**src/rtl/pattern_output_pkg.sv**
```systemverilog
// Constants and helpers for the pattern output trigger and mode block
// How it works
// - Group 1 trigger select at bits 3:2: 00 ch0, 01 ch1, 1x ch2; resets 11
// - Group 0 trigger select at bits 1:0, same encoding, resets to 11
// - Mode register is 8 bits; bit n picks non-overlap mode for group n
// - Mode register loads F0 on reset and on hardware standby
// - Registers keep their contents through software standby
// - Mode bits 7:4 ignore writes and always read as one
// - Mode bit 0: group updates only on compare A of its channel
// - Mode bit 1: group updates on both compare A and compare B
// - Enabled bits copy next data to port data on trigger; others hold
// - Non-overlap: compare A copies all bits, compare B only zero bits
`default_nettype none
package pattern_output_pkg;
  // ****************************************************************
  // Sizes
  // ****************************************************************
  localparam int NUM_GRP = 4;
  localparam int GRP_W = 4;
  localparam int NUM_CH = 3;
  localparam int SEL_W = 2;
  localparam int DATA_W = NUM_GRP * GRP_W;
  localparam int APB_ADDR_W = 8;
  // ****************************************************************
  // Register offsets (byte addresses)
  // ****************************************************************
  localparam logic [APB_ADDR_W-1:0] OFS_TRIG_SEL = 8'h00;
  localparam logic [APB_ADDR_W-1:0] OFS_MODE = 8'h04;
  localparam logic [APB_ADDR_W-1:0] OFS_NEXT_DATA = 8'h08;
  localparam logic [APB_ADDR_W-1:0] OFS_NEXT_ENABLE = 8'h0C;
  localparam logic [APB_ADDR_W-1:0] OFS_PORT_DATA = 8'h10;
  // ****************************************************************
  // Reset values and fields
  // ****************************************************************
  localparam logic [7:0] TRIG_SEL_RESET = 8'hFF;
  localparam logic [7:0] MODE_RESET = 8'hF0;
  localparam logic [3:0] MODE_RSVD = MODE_RESET[7:4];
  localparam logic [3:0] MODE_BITS_RESET = MODE_RESET[3:0];
  localparam logic [DATA_W-1:0] DATA_RESET = 16'h0000;
  localparam logic [SEL_W-1:0] SEL_CH0 = 2'h0;
  localparam logic [SEL_W-1:0] SEL_CH1 = 2'h1;

  // Channel event picked by a group's select field; 10 and 11 both mean ch2
  function automatic logic chan_pick(input logic [NUM_CH-1:0] ev,
                                     input logic [SEL_W-1:0] sel);
    if (sel == SEL_CH0) begin
      return ev[0];
    end else if (sel == SEL_CH1) begin
      return ev[1];
    end
    return ev[2];
  endfunction
endpackage
`default_nettype wire

```
**src/rtl/pattern_group_load.sv**
```systemverilog
// Per-group trigger decode: which port data bits copy next data this cycle
`default_nettype none
`timescale 1ns/100ps
module pattern_group_load (
  input wire logic [pattern_output_pkg::SEL_W-1:0] trig_sel_i,
  input wire logic nonoverlap_i,
  input wire logic [pattern_output_pkg::NUM_CH-1:0] cmp_a_i,
  input wire logic [pattern_output_pkg::NUM_CH-1:0] cmp_b_i,
  input wire logic [pattern_output_pkg::GRP_W-1:0] next_data_i,
  input wire logic [pattern_output_pkg::GRP_W-1:0] enable_i,
  output logic [pattern_output_pkg::GRP_W-1:0] copy_mask_o,
  output logic load_o
);
  import pattern_output_pkg::*;
  // ****************************************************************
  // Trigger decode
  // ****************************************************************
  logic hit_a;
  logic hit_b;
  // Strobes are used raw, so a pulse loads in the cycle it appears
  assign hit_a = chan_pick(cmp_a_i, trig_sel_i);
  // Compare B is blind in normal mode
  assign hit_b = nonoverlap_i & chan_pick(cmp_b_i, trig_sel_i);
  // Compare A takes every bit, compare B only bits heading to zero
  assign copy_mask_o = enable_i & ({GRP_W{hit_a}} |
                       ({GRP_W{hit_b}} & ~next_data_i));
  assign load_o = hit_a | hit_b;
endmodule // pattern_group_load
`default_nettype wire

```
**src/rtl/pattern_output_trigger_mode.sv**
```systemverilog
// Pattern output trigger select, output mode and port data update, APB slave
//
// Our own choices: the address map and the APB register port.
`default_nettype none
`timescale 1ns/100ps
module pattern_output_trigger_mode (
  input wire logic clk_sys_i,
  input wire logic rst_i,
  input wire logic hw_standby_i,
  input wire logic psel_i,
  input wire logic penable_i,
  input wire logic pwrite_i,
  input wire logic [pattern_output_pkg::APB_ADDR_W-1:0] paddr_i,
  input wire logic [31:0] pwdata_i,
  output logic [31:0] prdata_o,
  output logic pready_o,
  output logic pslverr_o,
  input wire logic [pattern_output_pkg::NUM_CH-1:0] cmp_a_i,
  input wire logic [pattern_output_pkg::NUM_CH-1:0] cmp_b_i,
  output logic [pattern_output_pkg::DATA_W-1:0] port_data_o,
  output logic [pattern_output_pkg::NUM_GRP-1:0] grp_load_o
);
  import pattern_output_pkg::*;

  // ****************************************************************
  // Standby pin synchroniser
  // ****************************************************************
  logic stby_meta;
  logic stby_sync;
  always_ff @(posedge clk_sys_i) begin
    if (rst_i) begin
      stby_meta <= 1'b0;
      stby_sync <= 1'b0;
    end else begin
      stby_meta <= hw_standby_i;
      stby_sync <= stby_meta;
    end
  end

  // ****************************************************************
  // Registers and bus decode
  // ****************************************************************
  logic [7:0] trig_sel;
  logic [NUM_GRP-1:0] mode_bits;
  logic [DATA_W-1:0] next_data;
  logic [DATA_W-1:0] next_enable;
  logic [DATA_W-1:0] port_data;
  logic [31:0] prdata;
  logic [DATA_W-1:0] copy_mask;
  logic [DATA_W-1:0] next_port_data;
  logic [31:0] rd_value;
  logic init;
  logic wr_en;
  logic rd_setup;
  logic hit_any;
  logic wr_port;

  // Hardware standby clears exactly like reset; software standby has no pin
  assign init = rst_i | stby_sync;
  assign wr_en = psel_i & penable_i & pwrite_i;
  assign rd_setup = psel_i & ~penable_i & ~pwrite_i;
  assign hit_any = (paddr_i == OFS_TRIG_SEL) | (paddr_i == OFS_MODE) |
                   (paddr_i == OFS_NEXT_DATA) | (paddr_i == OFS_NEXT_ENABLE) |
                   (paddr_i == OFS_PORT_DATA);
  assign wr_port = wr_en & (paddr_i == OFS_PORT_DATA);
  // Zero wait states: read data is captured in the setup cycle
  assign pready_o = 1'b1;
  assign pslverr_o = psel_i & penable_i & ~hit_any;
  assign prdata_o = prdata;
  assign port_data_o = port_data;

  // Read mux; reserved mode bits always read as one
  assign rd_value =
    (paddr_i == OFS_TRIG_SEL) ? {24'h0000_00, trig_sel} :
    (paddr_i == OFS_MODE) ? {24'h0000_00, MODE_RSVD, mode_bits} :
    (paddr_i == OFS_NEXT_DATA) ? {16'h0000, next_data} :
    (paddr_i == OFS_NEXT_ENABLE) ? {16'h0000, next_enable} :
    (paddr_i == OFS_PORT_DATA) ? {16'h0000, port_data} : 32'h0000_0000;

  // Trigger copy beats a software write to the same port bit
  assign next_port_data = ((wr_port ? pwdata_i[DATA_W-1:0] : port_data) &
                          ~copy_mask) | (next_data & copy_mask);

  // ****************************************************************
  // Per-group trigger decode
  // ****************************************************************
  for (genvar g = 0; g < NUM_GRP; g++) begin : grp
    pattern_group_load u_load (
      .trig_sel_i(trig_sel[SEL_W*g +: SEL_W]),
      .nonoverlap_i(mode_bits[g]),
      .cmp_a_i(cmp_a_i),
      .cmp_b_i(cmp_b_i),
      .next_data_i(next_data[GRP_W*g +: GRP_W]),
      .enable_i(next_enable[GRP_W*g +: GRP_W]),
      .copy_mask_o(copy_mask[GRP_W*g +: GRP_W]),
      .load_o(grp_load_o[g])
    );
  end

  // Control registers; only reset or hardware standby clear them
  always_ff @(posedge clk_sys_i) begin
    if (init) begin
      trig_sel <= TRIG_SEL_RESET;
      mode_bits <= MODE_BITS_RESET;
      next_data <= DATA_RESET;
      next_enable <= DATA_RESET;
    end else if (wr_en) begin
      if (paddr_i == OFS_TRIG_SEL) trig_sel <= pwdata_i[7:0];
      // Upper mode bits are not stored at all
      if (paddr_i == OFS_MODE) mode_bits <= pwdata_i[3:0];
      if (paddr_i == OFS_NEXT_DATA) next_data <= pwdata_i[DATA_W-1:0];
      if (paddr_i == OFS_NEXT_ENABLE) next_enable <= pwdata_i[DATA_W-1:0];
    end
  end

  // Port data and read capture
  always_ff @(posedge clk_sys_i) begin
    if (init) begin
      port_data <= DATA_RESET;
      prdata <= 32'h0000_0000;
    end else begin
      port_data <= next_port_data;
      if (rd_setup) prdata <= rd_value;
    end
  end

  // Cycles with no bus write and no standby must leave control alone
  logic calm;
  assign calm = ~wr_en & ~stby_sync;
endmodule // pattern_output_trigger_mode
`default_nettype wire

```
**config.mk**
```make
export PLATFORM = sky130hd
export DESIGN_NAME = pattern_output_trigger_mode
export DESIGN_NICKNAME = d
export VERILOG_FILES = /design/src/rtl/pattern_output_pkg.sv /design/src/rtl/pattern_group_load.sv /design/src/rtl/pattern_output_trigger_mode.sv
export SDC_FILE = /design/constraint.sdc
export NUM_CORES = 1
export LEC_CHECK = 0
export BUFFER_PORTS_ARGS = -buffer_cell sky130_fd_sc_hd__buf_2
export CAP_MARGIN = 40
export CORE_MARGIN = 2
export CORE_UTILIZATION = 50
export DETAILED_ROUTE_END_ITERATION = 6
export PLACE_DENSITY = 0.74
export RECOVER_POWER = 50
export SYNTH_ARGS = -nofsm -noshare
export SYNTH_HDL_FRONTEND = slang
export SYNTH_SLANG_ARGS = --single-unit
```
**constraint.sdc**
```tcl
create_clock -name clk_sys_i -period 2.6 [get_ports clk_sys_i]
set_input_delay 0.26 -clock clk_sys_i [delete_from_list [all_inputs] [get_ports clk_sys_i]]
set_output_delay 0.26 -clock clk_sys_i [all_outputs]
set_load 0.05 [all_outputs]
```
== Word level (Yosys, flattened, before mapping) ==
Index checks and enable logic that the tools add are counted.

* Input bits: 52
* Word-level logic and storage cells: 105
* Output and inout port bits: 54
* Register bits: 94

* Equality and inequality tests: 8
* Reductions and logical operators: 9
* Bitwise gates (word level): 42
* Muxes and demuxes: 38

{| class="wikitable"
|+ Operator list
! kind !! number
|-
| $mux 16 || 6
|-
| $and 16x16->16 || 2
|-
| $and 4x4->4 || 8
|-
| $mux 1 || 32
|-
| $eq 8x4->1 const B || 2
|-
| $not 16->16 || 1
|-
| $not 4->4 || 4
|-
| $or 16x16->16 || 1
|-
| $or 4x4->4 || 4
|-
| $and 1x1->1 || 10
|-
| $or 1x1->1 || 9
|-
| $eq 2x1->1 const B || 4
|-
| $eq 8x3->1 const B || 1
|-
| $eq 8x5->1 const B || 1
|-
| $logic_not 2->1 || 4
|-
| $logic_not 8->1 || 1
|-
| $reduce_and 2->1 || 4
|-
| $not 1->1 || 3
|}

== Logic depth before layout (Yosys ltp) ==
* Depth in word-level cells: 11
* Gate-level depth with buffers: 7
* Depth with buffers taken out: 4

== Modules after synthesis ==
Synthesis repeated with hierarchy kept, for this count alone.

* Cells, all modules: 477
* Area, all modules: 4219.0 µm²

{| class="wikitable"
|+ Modules (own cells, without submodules)
! module !! cells each !! seq. area each (µm²) !! area an instance (µm²) !! times used
|-
| pattern_output_trigger_mode || 417 || 1561.5 || 3688.5 || 1
|-
| pattern_group_load || 15 || 0.0 || 132.6 || 4
|}

== Worst setup path before layout ==
Ideal clock, no wire load.

* Path kind: input port to output port
* From: in paddr_i[2] in the netlist's numbering
* To: out pslverr_o
* Required time: 2.340 ns
* Cell stages on the path: 5
* Arrival time: 1.987 ns
* Path buffers: 3
* Path slack: 0.353 ns
* Cells stage by stage: clkbuf_1 > clkbuf_1 > clkbuf_1 > o21ai_0 > a21oi_1

* Word-level cells in the longest chain between the ends: 7

{| class="wikitable"
|+ RTL lines
! item !! RTL line !! RTL
|-
| start, declared || pattern_output_trigger_mode.sv:13 || <nowiki>input wire logic [pattern_output_pkg::APB_ADDR_W-1:0] paddr_i,</nowiki>
|-
| $eq 8x3->1 or $logic_not 8->1 (tied branches) || pattern_output_trigger_mode.sv:62 || <nowiki>assign hit_any = (paddr_i == OFS_TRIG_SEL) | (paddr_i == OFS_MODE) |</nowiki>
|-
| $or 1x1->1 (2 in series) || pattern_output_trigger_mode.sv:62 ||
|-
| $or 1x1->1 || pattern_output_trigger_mode.sv:63 || <nowiki>(paddr_i == OFS_NEXT_DATA) | (paddr_i == OFS_NEXT_ENABLE) |</nowiki>
|-
| $or 1x1->1 (*) || pattern_output_trigger_mode.sv:63 ||
|-
| $not 1->1 (*) || pattern_output_trigger_mode.sv:68 || <nowiki>assign pslverr_o = psel_i & penable_i & ~hit_any;</nowiki>
|-
| $and 1x1->1 (*) || pattern_output_trigger_mode.sv:68 ||
|-
| end, declared || pattern_output_trigger_mode.sv:17 || <nowiki>output logic pslverr_o,</nowiki>
|}

Every way passes the cells marked *; elsewhere a longest branch is shown, timed or not.

== Final worst setup path ==
* From: in paddr_i[2] in the netlist's numbering
* To: reg next_enable[3]

* Word-level cells in the longest chain between the ends: 2

{| class="wikitable"
|+ RTL lines
! item !! RTL line !! RTL
|-
| $eq 8x4->1 || pattern_output_trigger_mode.sv:112 || <nowiki>if (paddr_i == OFS_NEXT_ENABLE) next_enable <= pwdata_i[DATA_W-1:0];</nowiki>
|-
| $reduce_and 2->1 (no line) || -- ||
|-
| end signal, assigned || pattern_output_trigger_mode.sv:112 ||
|-
| end, declared || pattern_output_trigger_mode.sv:46 || <nowiki>logic [DATA_W-1:0] next_enable;</nowiki>
|}

No other way between the ends.
A chain may end at the register's enable or synchronous reset.

==> results.ini <==
[worst_setup_path]
crit_path_start_kind=input pin
crit_slowest_cell=clkbuf_1
r2r_cells=4
crit_arrival_ns=2.46
worstSetupPathType=input pin to flip-flop
max_stage_delay_ns=0.65
crit_path_max_fanout=60
required_ns=2.83
crit_top_cell=clkbuf_1
cp-end-kind=flip-flop
crit_path_cell_trace=clkbuf_1 -> buf_12 -> nand4_1 -> nor4_1 -> clkbuf_1 -> mux2i_1 -> nor2_1

[synthesis]
synth_warnings=0
yosysTopAreaCellShare=0.328
yosysSeqAreaShare=0.328
synth_cell_types=43
synthCells=555
synthTopCellsByArea=dfxtp_1, mux2i_1, a211oi_2
yosysTopAreaCell=dfxtp_1
synth_area_per_cell_um2=8.57
syn_area_um2=4750
ys_ff_latch=78

[grt]
grt_overflow=0
grt.total_usage=0.286
grt_max_degree=61
grt_pass1_wl_mm=23.2
grt_antenna_before_repair=0
grt_pass1_vias=4619

[floorplanning]
fp.dieH_um=102
start_util=0.515
die_x_um=102
rows=35
coreArea_um2=9240
dieArea_um2=10300
ios=106

[placement]
routabilityCongestion=0.870
placed_area_um2=5140
dpl.hpwl_mm=10.1
numPortBuffers=72

[timing]
fmax_mhz=449
grt_setup_unrepaired=no
final_hold_viol_count=0
finalCritPeriodShare=0.856
min_period_ns=2.23
clock_skew_ns=0.00855
tightest_slew_ns=0.841
relSlewSlack=0.435
drv_slew=0
setup_viol=0
fin_tns_setup_ns=0

[clock_tree]
cts_tree=done
cts_resized=0
htreeDepth=3
numClockSinks=78
numCtsBuffers=9
insertion_delay_ns=0.35
root_buffer=clkbuf_8
post_cts_buffers=0
cts_buffer_depth=2
postCtsHoldBufs=0
cts.clk_slew.worst_paths_ns=0.08

[status]
status=finished, final reports clean

[job]
max_cap_violations=0

[pwr]
p_int_mw=1.94
power_frac_clock=0.423
power_density_nw_per_um2=498
seqPwrFrac=0.453
combPwrFrac=0.124
switching_share=0.266
ir_worst_vdd_mv=0.306
switchingPower_mw=0.704
leakagePower_nw=1.88

[cells_and_area]
antennaDiodeCount=0
drive_gt1_frac=0.170
final_area_um2=5310
final_net_count=660
area_growth_pct=11.7

[min_path]
hold_depth=2
min_path_type=input pin to flip-flop

[routing]
wl_met2_mm=6.98
num_vias=4819
wl_met3_mm=1.39
highest_layer=met4
drtIter0Drc=404
first_pass_iters=5
routed_wl_mm=14.6
drt.antenna.violating_nets=0
wl_met1_mm=5.78
wl_per_cell_um=19.6
viasPerCell=6.49
drc=0

## cell type report
| class | instances | area (µm²) |
|---|---|---|
| multi-input combinational | 420 | 2830 |
| clock inverter | 6 | 109 |
| inverter | 3 | 11.3 |
| timing repair buffer | 96 | 500 |
| fill | 895 | 3930 |
| tap | 129 | 161 |
| clock buffer | 10 | 138 |
| sequential | 78 | 1560 |
## final timing paths
| kind | from | endpoint | slack, ns |
|---|---|---|---|
| setup reg to reg | stby_sync | prdata_o[14] | 0.61 |
| setup / recovery | paddr_i[2] | next_enable[3] | 0.37 |
| hold / removal | rst_i | stby_meta | 0.10 |
| hold reg to reg | stby_meta | stby_sync | 0.46 |
## metal layers
metal / track usage / up-vias
li1: - / 2179
met1: 0.363 / 2302
met2: 0.467 / 292
met3: 0.0697 / 46
met4: 0.110 / 0
met5: 0 / -
## synth_stat cells, drive strengths merged
library cell	n
a211oi	22
a21oi	37
a221o	1
a22oi	7
a2bb2oi	3
a31oi	1
a32o	12
and3b	1
buf	35
clkbuf	34
conb	2
dfxtp	78
inv	3
mux2	4
mux2i	35
nand2	53
nand2b	9
nand3	39
nand4	1
nor2	27
nor2b	8
nor3	2
nor3b	1
nor4	19
o211a	16
o21ai	34
o21bai	16
o22ai	4
o31ai	4
o32ai	19
or2	1
or3	2
or3b	2
or4	7
or4bb	16
## cells in the final DEF, fill, tap and decap left out, types with 3 or more instances in the layout
master / netlist / final
bufinv_16: 0 / 3
dfxtp_1: 78 / 78
a211oi_1: 6 / 6
clkbuf_1: 34 / 36
inv_1: 3 / 3
mux2i_1: 35 / 35
o32ai_1: 19 / 19
or4_1: 4 / 5
a32o_1: 12 / 12
a21oi_1: 37 / 37
o21bai_1: 16 / 16
o22ai_1: 4 / 4
nand2_1: 53 / 53
buf_2: 3 / 39
o31ai_1: 4 / 4
or4bb_1: 16 / 16
nand2b_1: 9 / 9
buf_4: 22 / 20
nor2_1: 26 / 25
nor4_1: 17 / 18
a211oi_2: 16 / 16
conb_1: 2 / 17
nor2b_1: 8 / 8
o21ai_0: 34 / 34
o211a_1: 16 / 16
a2bb2oi_1: 3 / 3
mux2_2: 4 / 4
a22oi_1: 7 / 7
clkbuf_8: 0 / 10
nand3_1: 39 / 39
## stage by stage
step / power, mW / util / setup slack, ns / std cells / hold WS (ns)
2_1_floorplan: 1.46 / - / 0.353 / 570 / 0.332
3_3_place_gp: 1.54 / 0.556 / 0.378 / 725 / 0.432
3_5_place_dp: 1.55 / 0.557 / 0.341 / 726 / 0.442
4_1_cts: 2.65 / 0.583 / 0.468 / 742 / 0.0972
5_1_grt: 2.73 / 0.575 / 0.278 / 742 / 0.101
6_report: 2.64 / 0.575 / 0.373 / 742 / 0.102
## critical path: cells and delay by family
| family | cells | cell delay, ns |
|---|---|---|
| and+or+nand+nor | 3 | 0.84 |
| buffers and inverters | 3 | 1.08 |
| muxes | 1 | 0.27 |
## logic make-up (layout without fill, tap and decap cells)
group,after synthesis,after routing,share of synthesized area
AND/OR/NAND/NOR,188,188,0.225
buffers and inverters,72,115,0.0845
AO/OA/AOI/OAI,176,176,0.277
other,2,17,0.00158
flip-flops,78,78,0.328
multiplexers,39,39,0.0832
## power by group through the flow
| stage | Sequential (mW) | Clock (mW) | Combinational (mW) |
|---|---|---|---|
| 2_1_floorplan | 1.23 | 0 | 0.229 |
| 3_3_place_gp | 1.23 | 0 | 0.313 |
| 3_5_place_dp | 1.23 | 0 | 0.321 |
| 4_1_cts | 1.20 | 1.13 | 0.321 |
| 5_1_grt | 1.20 | 1.18 | 0.346 |
| 6_report | 1.20 | 1.12 | 0.327 |
Power figures use the tool's default switching activity.
